--- src/eeprom_stream_pkg.sv ---
// constants, states and carrier types shared by the streamer files
// assumes a 100 MHz system clock and an active-low power-up reset
package eeprom_stream_pkg;
	localparam int ADDR_W = 7;
	localparam int DATA_W = 8;
	localparam int MEM_DEPTH = 128;
	localparam int FIFO_DEPTH = 16;
	localparam int N_PINS = 3;
	// positions of the raw pins in the synchroniser vector
	localparam int PIN_TCLK = 0;
	localparam int PIN_SCL = 1;
	localparam int PIN_SDA = 2;
	// nine released edges, then the tenth carries the first bit
	localparam logic [3:0] SYNC_EDGES = 4'h9;
	// eight data slots, slot index 8 is the empty ninth slot
	localparam logic [3:0] NULL_SLOT = 4'h8;
	localparam int CLK_PERIOD_NS = 10;
	localparam int HOLD_NS = 300;
	localparam logic [4:0] HOLD_CYC =
		5'((HOLD_NS + CLK_PERIOD_NS - 1) / CLK_PERIOD_NS);
	localparam int SPIKE_NS = 50;
	localparam logic [2:0] SPIKE_CYC =
		3'((SPIKE_NS + CLK_PERIOD_NS - 1) / CLK_PERIOD_NS);
	// first streamed location after power-up; hosts must not rely on it
	localparam logic [ADDR_W-1:0] START_ADDR = 7'h00;

	typedef enum logic [1:0] {
		mode_sync,
		mode_stream,
		mode_hold,
		mode_bidir
	} mode_t;

	// write port handed over by the two-wire protocol logic
	typedef struct packed {
		logic en;
		logic [ADDR_W-1:0] addr;
		logic [DATA_W-1:0] data;
	} mem_wr_t;
endpackage

--- src/byte_store.sv ---
// the streamed byte array: one write port, one registered read port
// assumes writes come from the protocol logic on the same clock
`timescale 1ns/1ps
`default_nettype none
module byte_store #(
	parameter int AW = 7,
	parameter int DW = 8
) (
	input wire logic clk,
	input wire logic wr_en,
	input wire logic [AW-1:0] wr_addr,
	input wire logic [DW-1:0] wr_data,
	input wire logic rd_en,
	input wire logic [AW-1:0] rd_addr,
	output logic [DW-1:0] rd_data
);
	logic [DW-1:0] mem [0:(1<<AW)-1];
	logic [DW-1:0] rd_data_reg;

	// no reset on the array: contents are nonvolatile by intent
	always_ff @(posedge clk) begin
		if (wr_en) begin
			mem[wr_addr] <= wr_data;
		end
		if (rd_en) begin
			rd_data_reg <= mem[rd_addr]; // old data on same-address write
		end
	end

	assign rd_data = rd_data_reg;
endmodule
`default_nettype wire

--- src/stream_fifo.sv ---
// small first-in first-out buffer with valid/ready on both sides
// assumes both sides run on one clock; depth is a power of two
`timescale 1ns/1ps
`default_nettype none
module stream_fifo #(
	parameter int WIDTH = 8,
	parameter int DEPTH = 16
) (
	input wire logic clk,
	input wire logic rst_b,
	input wire logic in_valid,
	output logic in_ready,
	input wire logic [WIDTH-1:0] in_data,
	output logic out_valid,
	input wire logic out_ready,
	output logic [WIDTH-1:0] out_data
);
	localparam int PW = $clog2(DEPTH);
	logic [WIDTH-1:0] buf_mem [0:DEPTH-1];
	logic [PW-1:0] wr_ptr_reg, wr_ptr_next, rd_ptr_reg, rd_ptr_next;
	logic [PW:0] cnt_reg, cnt_next;
	logic push, pop;

	// full and empty come from the fill count, never guessed
	always_comb begin
		in_ready = (cnt_reg != (PW+1)'(DEPTH));
		out_valid = (cnt_reg != '0);
		push = in_valid && in_ready;
		pop = out_valid && out_ready;
		wr_ptr_next = push ? PW'(wr_ptr_reg + 1'b1) : wr_ptr_reg;
		rd_ptr_next = pop ? PW'(rd_ptr_reg + 1'b1) : rd_ptr_reg;
		cnt_next = cnt_reg;
		if (push && !pop) begin
			cnt_next = (PW+1)'(cnt_reg + 1'b1);
		end else if (pop && !push) begin
			cnt_next = (PW+1)'(cnt_reg - 1'b1);
		end
	end

	always_ff @(posedge clk or negedge rst_b) begin
		if (!rst_b) begin
			wr_ptr_reg <= '0;
			rd_ptr_reg <= '0;
			cnt_reg <= '0;
		end else begin
			wr_ptr_reg <= wr_ptr_next;
			rd_ptr_reg <= rd_ptr_next;
			cnt_reg <= cnt_next;
		end
	end

	// storage holds no control state, so it needs no reset
	always_ff @(posedge clk) begin
		if (push) begin
			buf_mem[wr_ptr_reg] <= in_data;
		end
	end

	assign out_data = buf_mem[rd_ptr_reg];
endmodule
`default_nettype wire

--- src/eeprom_streamer.sv ---
// transmit-only streaming path and mode switch of a serial eeprom
// assumes pins arrive asynchronous to clk and the two-wire protocol
// logic sits beside this block, taking sda once bidir_mode is high
`timescale 1ns/1ps
`default_nettype none
module eeprom_streamer (
	input wire logic clk,
	input wire logic rst_b,
	input wire logic transmit_only_clock,
	input wire logic scl_in,
	input wire logic sda_in,
	input wire eeprom_stream_pkg::mem_wr_t mem_wr,
	output logic sda_out,
	output logic sda_oe,
	output logic sda_level,
	output logic scl_level,
	output logic bidir_mode,
	output logic write_permit
);
	localparam int AW = eeprom_stream_pkg::ADDR_W;
	localparam int DW = eeprom_stream_pkg::DATA_W;
	localparam int NP = eeprom_stream_pkg::N_PINS;

	// rising edge of a synchronised level against its previous sample
	function automatic logic rose(input logic prev, input logic cur);
		rose = cur && !prev;
	endfunction

	logic [NP-1:0] pins_raw;
	logic [NP-1:0] sync1_reg, sync2_reg;
	logic tclk_s, scl_s, sda_s;

	eeprom_stream_pkg::mode_t mode_reg, mode_next;
	logic [3:0] sync_cnt_reg, sync_cnt_next;
	logic [3:0] slot_reg, slot_next;
	logic [DW-1:0] shift_reg, shift_next;
	logic [4:0] hold_cnt_reg, hold_cnt_next;
	logic [2:0] spike_cnt_reg, spike_cnt_next;
	logic armed_reg, armed_next;
	logic tclk_prev_reg, tclk_prev_next;
	logic sda_out_reg, sda_out_next;
	logic sda_oe_reg, sda_oe_next;
	logic bidir_reg, bidir_next;
	logic permit_reg, permit_next;
	logic sda_lvl_reg, sda_lvl_next;
	logic scl_lvl_reg, scl_lvl_next;
	logic [AW-1:0] addr_reg, addr_next;
	logic pend_reg, pend_next;

	logic tclk_rise, scl_fall_ok, streaming;
	logic rd_en, fifo_in_ready, fifo_out_valid, pop;
	logic [DW-1:0] rd_data, fifo_out_data;

	assign pins_raw[eeprom_stream_pkg::PIN_TCLK] = transmit_only_clock;
	assign pins_raw[eeprom_stream_pkg::PIN_SCL] = scl_in;
	assign pins_raw[eeprom_stream_pkg::PIN_SDA] = sda_in;

	// two-flop synchronisers; only the second stage feeds logic
	genvar gi;
	generate
		for (gi = 0; gi < NP; gi++) begin : g_sync
			always_ff @(posedge clk or negedge rst_b) begin
				if (!rst_b) begin
					sync1_reg[gi] <= 1'b0;
					sync2_reg[gi] <= 1'b0;
				end else begin
					sync1_reg[gi] <= pins_raw[gi];
					sync2_reg[gi] <= sync1_reg[gi];
				end
			end
		end
	endgenerate

	assign tclk_s = sync2_reg[eeprom_stream_pkg::PIN_TCLK];
	assign scl_s = sync2_reg[eeprom_stream_pkg::PIN_SCL];
	assign sda_s = sync2_reg[eeprom_stream_pkg::PIN_SDA];
	assign tclk_rise = rose(tclk_prev_reg, tclk_s);
	assign streaming = (mode_reg == eeprom_stream_pkg::mode_sync) ||
		(mode_reg == eeprom_stream_pkg::mode_stream);

	// scl fall qualifier: scl must have been seen high, then stay low
	// longer than the spike window, so short glitches never switch mode
	always_comb begin
		armed_next = armed_reg;
		spike_cnt_next = spike_cnt_reg;
		scl_fall_ok = 1'b0;
		if (scl_s) begin
			armed_next = 1'b1;
			spike_cnt_next = 3'h0;
		end else if (armed_reg) begin
			spike_cnt_next = 3'(spike_cnt_reg + 3'h1);
			if (spike_cnt_reg == 3'(eeprom_stream_pkg::SPIKE_CYC - 3'h1)) begin
				scl_fall_ok = 1'b1;
				armed_next = 1'b0;
				spike_cnt_next = 3'h0;
			end
		end
	end

	// prefetch: one read in flight at most, so room seen at issue
	// time is still there when the byte lands in the buffer
	always_comb begin
		rd_en = streaming && !pend_reg && fifo_in_ready;
		pend_next = rd_en;
		addr_next = rd_en ? AW'(addr_reg + 7'h01) : addr_reg;
	end

	// mode and bit-slot sequencer, paced by transmit clock rises
	always_comb begin
		mode_next = mode_reg;
		sync_cnt_next = sync_cnt_reg;
		slot_next = slot_reg;
		shift_next = shift_reg;
		hold_cnt_next = hold_cnt_reg;
		sda_out_next = sda_out_reg;
		sda_oe_next = sda_oe_reg;
		bidir_next = bidir_reg;
		permit_next = 1'b0;
		pop = 1'b0;
		unique case (mode_reg)
			eeprom_stream_pkg::mode_sync: begin
				sda_oe_next = 1'b0;
				if (scl_fall_ok) begin
					mode_next = eeprom_stream_pkg::mode_hold;
					hold_cnt_next = 5'h00;
				end else if (tclk_rise) begin
					sync_cnt_next = 4'(sync_cnt_reg + 4'h1);
					if (sync_cnt_next == eeprom_stream_pkg::SYNC_EDGES) begin
						mode_next = eeprom_stream_pkg::mode_stream;
						slot_next = 4'h0;
					end
				end
			end
			eeprom_stream_pkg::mode_stream: begin
				if (scl_fall_ok) begin
					// freeze the line; no further bits go out
					mode_next = eeprom_stream_pkg::mode_hold;
					hold_cnt_next = 5'h00;
				end else if (tclk_rise) begin
					if (slot_reg == 4'h0) begin
						// an empty buffer leaves the line released and retries
						if (fifo_out_valid) begin
							pop = 1'b1;
							sda_out_next = fifo_out_data[DW-1];
							shift_next = {fifo_out_data[DW-2:0], 1'b0};
							sda_oe_next = 1'b1;
							slot_next = 4'h1;
						end else begin
							sda_oe_next = 1'b0;
						end
					end else if (slot_reg == eeprom_stream_pkg::NULL_SLOT) begin
						sda_oe_next = 1'b0;
						slot_next = 4'h0;
					end else begin
						sda_out_next = shift_reg[DW-1];
						shift_next = {shift_reg[DW-2:0], 1'b0};
						slot_next = 4'(slot_reg + 4'h1);
					end
				end
			end
			eeprom_stream_pkg::mode_hold: begin
				// keep any driven bit past the scl fall before letting go
				hold_cnt_next = 5'(hold_cnt_reg + 5'h01);
				if (hold_cnt_next == eeprom_stream_pkg::HOLD_CYC) begin
					sda_oe_next = 1'b0;
					bidir_next = 1'b1;
					mode_next = eeprom_stream_pkg::mode_bidir;
				end
			end
			eeprom_stream_pkg::mode_bidir: begin
				// no way out but reset: power removal
				sda_oe_next = 1'b0;
				bidir_next = 1'b1;
				permit_next = tclk_s;
			end
		endcase
	end

	// plain samples of the shared pins for the protocol logic
	always_comb begin
		tclk_prev_next = tclk_s;
		sda_lvl_next = sda_s;
		scl_lvl_next = scl_s;
	end

	// power-up reset lands every mode flop in streaming sync
	always_ff @(posedge clk or negedge rst_b) begin
		if (!rst_b) begin
			mode_reg <= eeprom_stream_pkg::mode_sync;
			sync_cnt_reg <= 4'h0;
			slot_reg <= 4'h0;
			shift_reg <= 8'h00;
			hold_cnt_reg <= 5'h00;
			spike_cnt_reg <= 3'h0;
			armed_reg <= 1'b0;
			tclk_prev_reg <= 1'b0;
			sda_out_reg <= 1'b1;
			sda_oe_reg <= 1'b0;
			bidir_reg <= 1'b0;
			permit_reg <= 1'b0;
			sda_lvl_reg <= 1'b0;
			scl_lvl_reg <= 1'b0;
			addr_reg <= eeprom_stream_pkg::START_ADDR;
			pend_reg <= 1'b0;
		end else begin
			mode_reg <= mode_next;
			sync_cnt_reg <= sync_cnt_next;
			slot_reg <= slot_next;
			shift_reg <= shift_next;
			hold_cnt_reg <= hold_cnt_next;
			spike_cnt_reg <= spike_cnt_next;
			armed_reg <= armed_next;
			tclk_prev_reg <= tclk_prev_next;
			sda_out_reg <= sda_out_next;
			sda_oe_reg <= sda_oe_next;
			bidir_reg <= bidir_next;
			permit_reg <= permit_next;
			sda_lvl_reg <= sda_lvl_next;
			scl_lvl_reg <= scl_lvl_next;
			addr_reg <= addr_next;
			pend_reg <= pend_next;
		end
	end

	// 128 locations: the 7-bit address wraps on its own
	byte_store #(
		.AW(AW),
		.DW(DW)
	) u_store (
		.clk(clk),
		.wr_en(mem_wr.en),
		.wr_addr(mem_wr.addr),
		.wr_data(mem_wr.data),
		.rd_en(rd_en),
		.rd_addr(addr_reg),
		.rd_data(rd_data)
	);

	// buffer between array and serialiser; a slow host stalls reads
	stream_fifo #(
		.WIDTH(DW),
		.DEPTH(eeprom_stream_pkg::FIFO_DEPTH)
	) u_fifo (
		.clk(clk),
		.rst_b(rst_b),
		.in_valid(pend_reg),
		.in_ready(fifo_in_ready),
		.in_data(rd_data),
		.out_valid(fifo_out_valid),
		.out_ready(pop),
		.out_data(fifo_out_data)
	);

	assign sda_out = sda_out_reg;
	assign sda_oe = sda_oe_reg;
	assign sda_level = sda_lvl_reg;
	assign scl_level = scl_lvl_reg;
	assign bidir_mode = bidir_reg;
	assign write_permit = permit_reg;
endmodule
`default_nettype wire

--- config.mk ---
export PLATFORM = sky130hd
export DESIGN_NAME = eeprom_streamer
export DESIGN_NICKNAME = d
export VERILOG_FILES = /design/src/eeprom_stream_pkg.sv /design/src/byte_store.sv /design/src/stream_fifo.sv /design/src/eeprom_streamer.sv
export SDC_FILE = /design/constraint.sdc
export NUM_CORES = 1
export LEC_CHECK = 0
export BUFFER_PORTS_ARGS = -buffer_cell sky130_fd_sc_hd__buf_2
export CAP_MARGIN = 10
export CORE_MARGIN = 5
export CORE_UTILIZATION = 35
export CTS_CLUSTER_DIAMETER = 120
export DETAILED_ROUTE_END_ITERATION = 16
export GPL_ROUTABILITY_DRIVEN = 0
export PLACE_DENSITY = 0.5
export SYNTH_ARGS = -nofsm -noshare
export SYNTH_HDL_FRONTEND = slang
export SYNTH_SLANG_ARGS = --single-unit
--- constraint.sdc ---
create_clock -name clk -period 4.1 [get_ports clk]
set_input_delay 0.41 -clock clk [delete_from_list [all_inputs] [get_ports clk]]
set_output_delay 0.41 -clock clk [all_outputs]
set_load 0.005 [all_outputs]
== After elaboration in Yosys (flattened, before gate mapping) ==
Memories as Yosys holds them, arrays and structs flattened. A register that Yosys moved wholly into a read port is not among the register bits.
Cells that the tools add are included.

* Add/subtract/negate cells: 9
* Equality and inequality tests: 22
* Muxes and demuxes: 52
* Bitwise logic cells: 1
* Reductions and logical operators: 30

{| class="wikitable"
|+ Operators with widths
! kind !! number
|-
| 2-to-1 mux 4 bit || 8
|-
| 2-to-1 mux 1 bit || 25
|-
| 2-to-1 mux 8 bit || 3
|-
| adder 4 x 1 -> 4 bit (second input constant) || 4
|-
| != test 2 bit (second input constant) || 8
|-
| 2-to-1 mux 5 bit || 3
|-
| adder 5 x 1 -> 5 bit (second input constant) || 2
|-
| 2-to-1 mux 2 bit || 5
|-
| one-hot mux 5 bit (2 select lines) || 1
|-
| AND reduction 5 bit || 2
|-
| nonzero test 2 bit || 5
|-
| 2-to-1 mux 3 bit || 3
|-
| == test 4 bit (second input constant) || 2
|-
| one-hot mux 4 bit (2 select lines) || 1
|-
| adder 7 x 1 -> 7 bit (second input constant) || 1
|-
| logical AND 1 bit || 7
|-
| AND reduction 7 bit || 1
|-
| != test 3 bit (second input constant) || 2
|-
| one-hot mux 2 bit (3 select lines) || 1
|-
| == test 5 bit (second input constant) || 1
|-
| != test 5 bit (second input constant) || 1
|-
| nonzero test 5 bit || 1
|-
| subtractor 5 x 1 -> 5 bit (second input constant) || 1
|-
| == test 2 bit (second input constant) || 2
|-
| other kinds (18) || 24
|}

* Register bits after elaboration: 61
* Bits in writable memories: 1152
* Bits of input ports: 21
* Output and inout bits: 6
* Memories: 2

{| class="wikitable"
|+ Memories
! memory !! depth !! width !! read ports !! clocked after Yosys merged registers in !! write ports !! line !! RTL
|-
| u_store.mem || 128 || 8 || 1 || 1 || 1 || byte_store.sv:17 || <nowiki>logic [DW-1:0] mem [0:(1<<AW)-1];</nowiki>
|-
| u_fifo.buf_mem || 16 || 8 || 1 || 0 || 1 || stream_fifo.sv:19 || <nowiki>logic [WIDTH-1:0] buf_mem [0:DEPTH-1];</nowiki>
|}

== Depth between registers and ports, before layout ==
Gate-level depths: netlist of the first run.

* Word-level depth: 10
* Depth in mapped cells: 15

== Hierarchy ==
Synthesis of the first run repeated with hierarchy kept, for this count alone.

* Cell total of the unflattened synthesis: 2177
* Area total of the unflattened synthesis: 47926.0 um^2

{| class="wikitable"
|+ Modules (own cells, without submodules)
! module !! instances !! cells each !! area each (um^2)
|-
| byte_store || 1 || 1635 || 39745.6
|-
| stream_fifo || 1 || 318 || 5824.3
|-
| eeprom_streamer || 1 || 224 || 2356.0
|}

== Least setup slack after synthesis of the first run ==
OpenSTA, ideal clock, no wires.

* Path kind: register to register
* Start: register slot_reg[0]
* End: register u_fifo.cnt_reg[4]
* Arrival: 2.923 ns
* Required time: 3.975 ns
* Slack: 1.052 ns
* Stages on the path, launching flop included: 16
* Cell sequence: dfrtp_1 > inv_1 > ha_1 > nand2b_1 > nor2_1 > nand2_1 > nor3_1 > inv_1 > ha_1 > inv_1 > ha_1 > a21o_1 > a21oi_1 > xnor2_1 > nor2_1 > xor2_1

* Longest elaborated chain between the ends: 9

{| class="wikitable"
|+ Ends and longest elaborated chain
! element !! line !! RTL
|-
| start, declared || eeprom_streamer.sv:35 || <nowiki>logic [3:0] slot_reg, slot_next;</nowiki>
|-
| start signal, assigned || eeprom_streamer.sv:208 || <nowiki>slot_reg <= slot_next;</nowiki>
|-
| logical NOT 4 bit * || eeprom_streamer.sv:140 || <nowiki>if (slot_reg == 4'h0) begin</nowiki>
|-
| 2-to-1 mux 1 bit * || eeprom_streamer.sv:140 ||
|-
| 2-to-1 mux 1 bit * || eeprom_streamer.sv:139 || <nowiki>end else if (tclk_rise) begin</nowiki>
|-
| 2-to-1 mux 1 bit * || eeprom_streamer.sv:135 || <nowiki>if (scl_fall_ok) begin</nowiki>
|-
| 2-to-1 mux 1 bit * || eeprom_streamer.sv:120 || <nowiki>unique case (mode_reg)</nowiki>
|-
| logical AND 1 bit * || stream_fifo.sv:29 || <nowiki>pop = out_valid && out_ready;</nowiki>
|-
| logical NOT 1 bit || stream_fifo.sv:33 || <nowiki>if (push && !pop) begin</nowiki>
|-
| logical AND 1 bit || stream_fifo.sv:33 ||
|-
| 2-to-1 mux 5 bit or nonzero test 2 bit (tied branches) || n/a ||
|-
| end signal, assigned || stream_fifo.sv:48 || <nowiki>cnt_reg <= cnt_next;</nowiki>
|-
| end, declared || stream_fifo.sv:21 || <nowiki>logic [PW:0] cnt_reg, cnt_next;</nowiki>
|}

Every way passes the cells marked *; elsewhere a longest branch is shown, timed or not.
A chain may end at the register's enable or synchronous reset.

==> results.md, run 1 <==
Finish:
- The area growth from synthesis to layout is 15.0%.
- The utilization after layout is 40.3%.
- In the layout the commonest cells are sky130_fd_sc_hd__edfxtp_1 (1160), sky130_fd_sc_hd__mux4_2 (234), sky130_fd_sc_hd__nor2_1 (175).
- The register with the most flip-flops in the layout has 1024 of them.
- The most frequent standard cell in the layout excluding fill and tap cells is sky130_fd_sc_hd__edfxtp_1.
- The number of fillers in the final layout is between 10000 and 15000.
- The number of standard cells in the layout, taps in and fillers out is between 4000 and 5000.
- The area of all placed cells without fillers is 55300 sq um.
- The share of final-layout standard cells stronger than drive strength 1 is between 20 and 25%.
- The net count of the finished layout is 2668.
- The sequential cell area is 36400 sq um.
- The footprint of the multi-input gates is approximately 11000 sq um.

Floorplan:
- The floorplan has roughly 140 rows.
- For this design the top-level I/O count stands at 27.
- Once the floorplan was initialized, standard cells occupied 35.1% of the core.
- The width of the die is 381 um.
- The die covers approximately 140000 sq um.
- After floorplanning, the core was sized to cover 137000 sq um.
- In this run the vertical extent of the chip is roughly 380 um.

Yosys:
- In the synthesized netlist, the number of instances is between 2000 and 2500.
- The proportion of synthesized chip area in sequential cells is 75.6%.
- Dividing the synthesized area by the synthesized cell count gives slightly below 20 sq um.
- The count of state elements after synthesis is approximately 1200.
- After synthesis, the netlist uses 63 different library cells.
- The async set or reset register ratio after synthesis is 4.92%.
- The dominant register cell in the synthesized netlist is sky130_fd_sc_hd__edfxtp_1.
- The number of enable-type register cells in the synthesized netlist is ~1200.
- The cell area after synthesis is 48100 sq um.
- The post-synthesis net count is 2471.
- The number of warning messages in the yosys log is 0.

Clock tree:
- CTS built an H-tree with a depth of 4.
- The buffer cell driving the clock tree root is sky130_fd_sc_hd__clkbuf_16.
- The later pin in the worst-skew pair is clocked with a latency of 0.75 ns.
- TritonCTS built the clock tree.
- The clock transition time at the flip-flop clock pins of the worst setup and hold paths is about 0.06 ns.
- The clock net in this run drives a total of ~1200 sinks.
- The number of clock buffers inserted by TritonCTS is 133.
- The clock passes through at most 3 buffers.
- The number of setup buffers added after CTS is 0.

Power:
- The power per cell area is 663 nW/um^2.
- In this run, the combinational gates consume 26.7% of the power.
- Cell internal power was estimated by the tool at 25.3 mW.
- The highest ir drop seen on vdd is 0.494 mV.
- Registers are responsible for 41.4% of the overall power.
- Of the total power, the share spent switching nets is 30.8%.
- Summed over all cells, the static leakage comes to between 15 and 20 nW.
- The total power is 36.6 mW.
- Of the total power, the clock network draws 31.9%.
- In this run the power spent charging and discharging nets is 11.3 mW.

Critical path:
- STA classifies the critical path endpoint as a register.
- The category of the worst setup path launch point is a register.
- The type of the setup path with the least slack is reg -> reg.
- Data arrives at the worst endpoint at 4.03 ns.
- The worst endpoint required time is approximately 4.7 ns.
- The critical-path maximum fanout is 27.

GRT:
- The first global-routing pass estimated approximately 180000 um of wire.
- Global routing consumed, over all layers together, between 10% and 20% of the routing resources.
- The initial antenna violation count came to 1.
- After global routing the overflow that remains totals 0.
- The largest net degree at the start of global routing is 102.
- The number of global-route vias before repair is approximately 25000.

Placement:
- The cell count after placement is 4279.
- The standard cell area after detailed placement is 51000 sq um.
- During placement, the flow inserted port buffers numbering 26.
- The worst setup timing slack at the placement stage is 0.696 ns.
- Detailed placement ended at an HPWL of 78500 um.

Timing:
- Between clock sinks in the finished design, the worst skew comes to about 0.021 ns.
- The ratio of final minimum period to clock period is 83.6%.
- Summed over all failing endpoints, the final setup total negative slack is 0 ns.
- At the pin with the least slew margin, the transition time is 1.18 ns.
- The shortest clock period the worst path allows after layout is between 3 and 4 ns.
- Setup slack closes at 0.673 ns.
- The final setup violation count is 0.
- The final count of hold timing violations came to 0.
- The headroom to the max-slew limit is 21.6%.
- The final max-slew violation count is 0.
- Static timing analysis puts the maximum clock frequency at 292 MHz.
- Setup repair after global routing left no endpoint under its margin.
- On the final layout, the worst hold slack is about 0.14 ns.

Routing:
- The detail route stage leaves a number of antenna-violating nets equal to 0.
- Dividing the detail-routed wire length by the instance count gives approximately 28 um.
- The number of DRC markers in iteration 0 is 2292.
- The routed design has 125000 um of wire.
- The average vias per placed instance is around 5.4.
- The first-pass iteration count of the detailed router is 5.
- The DRC violation count after routing is 0.
- Detailed routing inserted a total of 24300 vias.

Run status:
- The flow ran to the end, and the final reports show no timing, DRC or antenna violations.

Flow run:
- The tool flagged a number of max-cap violations equal to 0.

Min path:
- The type of the worst min-delay path is in -> reg.
## repair_timing
action | in CTS | in global routing
hold endpoints to repair | 62 | 0
setup endpoints to repair | 0 | 0
hold buffers | 4 | 0
gates resized for setup | 0 | 0
## cells in the mapped netlist, types with 7 or more instances
master,number,area [sq um]
sky130_fd_sc_hd__mux2_2,11,124
sky130_fd_sc_hd__inv_1,18,67.6
sky130_fd_sc_hd__mux2i_1,152,1520
sky130_fd_sc_hd__nand3_1,26,130
sky130_fd_sc_hd__a21oi_1,34,170
sky130_fd_sc_hd__nand4_1,15,93.8
sky130_fd_sc_hd__a2111oi_0,9,78.8
sky130_fd_sc_hd__nand2b_1,10,62.6
sky130_fd_sc_hd__buf_4,32,240
sky130_fd_sc_hd__clkbuf_1,37,139
sky130_fd_sc_hd__nor2b_1,17,106
sky130_fd_sc_hd__a22oi_1,34,255
sky130_fd_sc_hd__dfrtp_1,59,1480
sky130_fd_sc_hd__o221ai_1,14,123
sky130_fd_sc_hd__buf_2,22,110
sky130_fd_sc_hd__o211ai_1,7,52.6
sky130_fd_sc_hd__nor3_1,18,90.1
sky130_fd_sc_hd__mux4_2,234,5270
sky130_fd_sc_hd__a211oi_1,24,180
sky130_fd_sc_hd__o22ai_1,13,81.3
sky130_fd_sc_hd__xnor2_1,15,131
sky130_fd_sc_hd__a31oi_1,19,119
sky130_fd_sc_hd__edfxtp_1,1160,34800
sky130_fd_sc_hd__nand2_1,97,364
sky130_fd_sc_hd__nor2_1,178,668
sky130_fd_sc_hd__buf_6,23,259
sky130_fd_sc_hd__buf_1,10,37.5
sky130_fd_sc_hd__a22o_1,11,96.3
sky130_fd_sc_hd__o21ai_0,30,150
sky130_fd_sc_hd__ha_1,22,275
## cell type report
type,count,share of cell area [%]
clock buffers,166,6.36
clock inverters,72,1.33
diodes,1,0.00453
inverters,19,0.129
multi-input cells,1062,19.7
flip-flops and latches,1220,65.8
repair buffers,188,2.68
well taps,1794,4.06
## worst max-delay path, stage by stage, from the launching register on
cell and delay (ns):
sky130_fd_sc_hd__dfrtp_4 0.80, sky130_fd_sc_hd__buf_12 0.29, sky130_fd_sc_hd__nor2b_2 0.59, sky130_fd_sc_hd__buf_4 0.28
sky130_fd_sc_hd__a22o_1 0.17, sky130_fd_sc_hd__a211oi_1 0.05, sky130_fd_sc_hd__a211oi_1 0.81, sky130_fd_sc_hd__o32a_1 0.27
## worst paths after layout
kind                                         start                      endpoint  slack [ns]  cells past startpoint
max                        addr_reg[1]$_DFFE_PN0P_  u_store.rd_data[1]$_DFFE_PP_        0.67                      7
min                                      mem_wr[7]   u_store.mem[7][7]$_DFFE_PP_        0.14                      1
max reg2reg                addr_reg[1]$_DFFE_PN0P_  u_store.rd_data[1]$_DFFE_PP_        0.67                      7
min reg2reg                 sync1_reg[2]$_DFF_PN0_        sda_lvl_next$_DFF_PN0_        0.36                      0
max in group asynchronous                    rst_b       addr_reg[2]$_DFFE_PN0P_        3.06                      2
min in group asynchronous                    rst_b        sync1_reg[0]$_DFF_PN0_        0.31                      2
## power by group through the flow
stage	sequential [mW]	clock [mW]	combinational, mW
after floorplan	14.8	0	6.77
after global placement	15.4	0	9.82
after detailed placement	15.4	0	9.88
after CTS	15.2	12.0	9.92
after global routing	15.3	12.5	10.4
final	15.2	11.7	9.78
## cell families (layout without fill, tap and decap cells)
group / after synthesis / after routing / synth area share, %
xor gates and xnor gates: 21 / 21 / 0.383
DFF: 1220 / 1220 / 75.6
other: 0 / 1 / 0
muxes: 401 / 401 / 14.6
and+or+nand+nor: 382 / 382 / 3.46
buffers and inverters: 145 / 445 / 1.85
adders and majority gates: 23 / 23 / 0.614
AOI/OAI and AO/OA: 235 / 235 / 3.48
## metal layers
layer  track usage [%]  vias to the layer above  part of all wire [%]
met3              2.91                      185                   5.4
met5                 0                        -                 0.039
met2              28.1                      748                    49
li1                  -                    10300                     -
met1              23.4                    13000                    43
met4              5.23                        2                   2.8
Note: power is estimated with default switching activity, not from simulation.
==> run 2: changes to the inputs <==
Clock period 4.1 ns to 3.4 ns, I/O delays scaled along.
==> run 2 against run 1 <==
Compared with the run above:
- combinational power is 26% higher
- cell area is 1.7% higher
- die area stayed put
- global-route usage is 0.17 points higher
- core utilization is 0.69 points higher
- critical endpoint is now u_store.rd_data[5]$_DFFE_PP_
- highest routed layer is now met4
==> results.md, run 2 (synthesized netlist as in run 1, its figures left out) <==
Power:
- The static leakage is 18.4 nW.
- Power spread over the standard cell area amounts to 791 nW/um^2.
- The highest ir drop seen on vdd is 0.499 mV.

Finish:
- For this run, the share of the core covered by cells in the final layout is 41.0%.
- The flip-flop count of the largest register after layout is 1024.
- Relative to the synthesized area, the layout overhead comes to 17.0%.
- The layout net count is between 2000 and 3000.
- The number of antenna diodes in the final layout is 0.
- After filler insertion, the fill cell instance count of the layout stands at approximately 12000.
- The library cell used most frequently in the layout, excluding fill and tap cells, is sky130_fd_sc_hd__edfxtp_1.
- The share of final-layout standard cells stronger than drive strength 1 is 25.8%.
- In the layout the commonest cells are sky130_fd_sc_hd__edfxtp_1 (1160), sky130_fd_sc_hd__mux4_2 (234), sky130_fd_sc_hd__buf_4 (231).

Min path:
- The worst hold path begins at mem_wr[8].
- The tightest min-delay check is of the in -> reg type.

Clock tree:
- In this run, CTS created clock tree buffers numbering 132.
- The number of buffers between clock root and the deepest sink is 3.
- The tree is rooted in a sky130_fd_sc_hd__clkbuf_16.
- In this run, post-CTS repair resized a total of 0 instances.
- The number of hold buffers added after CTS is 4.
- After clock tree synthesis, the clock-pin slew on the worst setup and hold paths is 0.06 ns.
- TritonCTS built the clock tree.
- The H-tree generated during clock tree synthesis spans 4 levels.
- The clock net sink count is about 1200.
- The number of setup buffers added after CTS is 0.
- Clock latency on the worst-skew pair, taken at its later pin, is 0.75 ns.

Routing:
- The wire length on met3 is approximately 6500 um.
- After detailed routing, the number of vias per cell comes to 5.32.
- The final routed wire length divided by cell count is roughly 27 um.
- The wire length on met1 is 55600 um.
- The top routing layer in use is met4.
- The DRC violation count after routing is 0.
- The first-pass iteration count of the detailed router is 6.
- Wires add up to 125000 um.
- Wire segments on met2 add up to between 60000 and 70000 um in the final route.
- For this block, the initial DRC count from the detailed router was 2033.
- The post-detailed-route count of antenna-violating nets is 0.
- The detailed router placed 24600 vias in this run.

Floorplan:
- Pin placement for this block handled 27 I/O pins.
- The number of standard-cell rows in the floorplan is 136.
- The die covers 145000 sq um.
- For this configuration, the core starts out at a cell density of 35.1%.
- The width of the die is 381 um.
- The vertical extent of the die is 381 um.
- The floorplan step defined a core boundary enclosing 137000 sq um.

Timing:
- For the final database, setup skew stands at around 0.022 ns.
- Setup repair after global routing left no endpoint under its margin.
- Across all hold checks on the routed design, the worst slack comes to 0.0768 ns.
- In this run the tightest slew margin relative to its limit is between 30 and 40%.
- The final max-slew violation count was 0.
- The final count of hold timing violations came to 0.
- The maximum frequency from static timing analysis is between 300 and 400 MHz.
- At the pin with the least slew margin, the transition time is 1.04 ns.
- Setup violations remaining at the end of the flow were counted as 0.
- The ratio of final minimum period to clock period is 94.9%.
- The shortest clock period the worst path allows after layout is between 3 and 4 ns.

Critical path:
- The maximum single-stage delay on the critical path is ~0.8 ns.
- The type of the setup path with the least slack is reg -> reg.
- In this run the worst path has a maximum fanout of 27.
- Walking the worst path, the cells encountered are buf_12 > buf_12 > mux4_2 > a22o_1 > a221oi_1 > a32oi_1.
- The data arrival at the endpoint of the critical path is 3.70 ns.
- The slowest cell on the critical path is sky130_fd_sc_hd__dfrtp_4.
- The slack of the worst reg-to-reg path is 0.17 ns.
- STA puts the critical path data required time at 3.87 ns.
- The worst setup path is launched from a register.
- The origin of the worst setup path is addr_reg[0]$_DFFE_PN0P_.
- Together, buffers and inverters on the worst path number 2.
- The cell family with the largest share of critical-path delay is compound AO/OA/AOI/OAI gates.
- The cell that appears most often on the critical path is sky130_fd_sc_hd__buf_12.
- The worst register-to-register path begins at addr_reg[0]$_DFFE_PN0P_.
- The category of the worst setup path capture point is a register.

GRT:
- Global routing consumed, over all layers together, 17.2% of the routing resources.
- Entering global routing, the biggest net connects roughly 130 pins.
- The initial antenna violation count is 2.
- The first-pass GRT wire length is approximately 180000 um.
- Summed over all layers, the global routing overflow is 0.
- The number of global-route vias before repair is approximately 26000.

Placement:
- During placement, the flow inserted port buffers numbering 26.
- The wire-length estimate of the detail-placed layout is 78900 um.

Flow run:
- The max-capacitance violation count is 0.

Run status:
- The flow ran to the end, and the final reports show no timing, DRC or antenna violations.
run 2: changes by cell type in the layout (fill, tap and decap cells not counted), sizes merged:
| cell | previous run | this run |
|---|---|---|
| clkinvlp | 2 | 3 |
| clkinv | 52 | 49 |
| clkbuf | 166 | 168 |
| diode | 1 | 0 |
| inv | 27 | 28 |
| buf | 184 | 279 |
run 2: final cells by class:
| class | count | area (sq um) | share of cell area (%) |
|---|---|---|---|
| inverter | 19 | 71.3 | 0.127 |
| tap | 1794 | 2240 | 3.99 |
| timing repair buffer | 283 | 2460 | 4.38 |
| multi-input combinational | 1062 | 10900 | 19.3 |
| clock buffer | 168 | 3580 | 6.36 |
| clock inverter | 71 | 651 | 1.16 |
| sequential | 1220 | 36300 | 64.7 |
run 2: power by group:
group	switching, mW	internal (mW)
Combinational	6.80	5.46
Clock	5.79	8.22
Sequential	0.955	17.3
run 2: final timing paths:
path | endpoint | depth (start not counted)
max in group asynchronous | addr_reg[2]$_DFFE_PN0P_ | 2
worst max-delay path | u_store.rd_data[5]$_DFFE_PP_ | 6
worst max register to register | u_store.rd_data[5]$_DFFE_PP_ | 6
worst min register to register | scl_lvl_next$_DFF_PN0_ | 0
min in group asynchronous | shift_reg[6]$_DFFE_PN0P_ | 2
worst min-delay path | u_store.mem[79][2]$_DFFE_PP_ | 3
run 2: metrics by stage:
stage / worst slack [ns] / cell area (sq um) / setup TNS, ns / power [mW] / std cells
floorplan: 0.352 / 48100 / 0 / 26.0 / 2427
global placement: -0.0581 / 51900 / -0.0581 / 30.8 / 4373
detailed placement: 0.127 / 51900 / 0 / 30.9 / 4374
CTS: 0.110 / 56200 / 0 / 45.0 / 4617
global route: 0.0736 / 56200 / 0 / 46.4 / 4617
finish: 0.172 / 56200 / 0 / 44.5 / 4617
run 2: worst min-delay path, cell delays in order:
cell	delay (ns)
sky130_fd_sc_hd__buf_2	0.16
sky130_fd_sc_hd__nand2_1	0.10
sky130_fd_sc_hd__nor2_1	0.06
run 2: per-layer routing:
layer	global-route usage (%)	up-vias
met5	0	-
met4	4.58	0
met3	3.00	152
met2	28.0	700
met1	24.2	13200
li1	-	10500
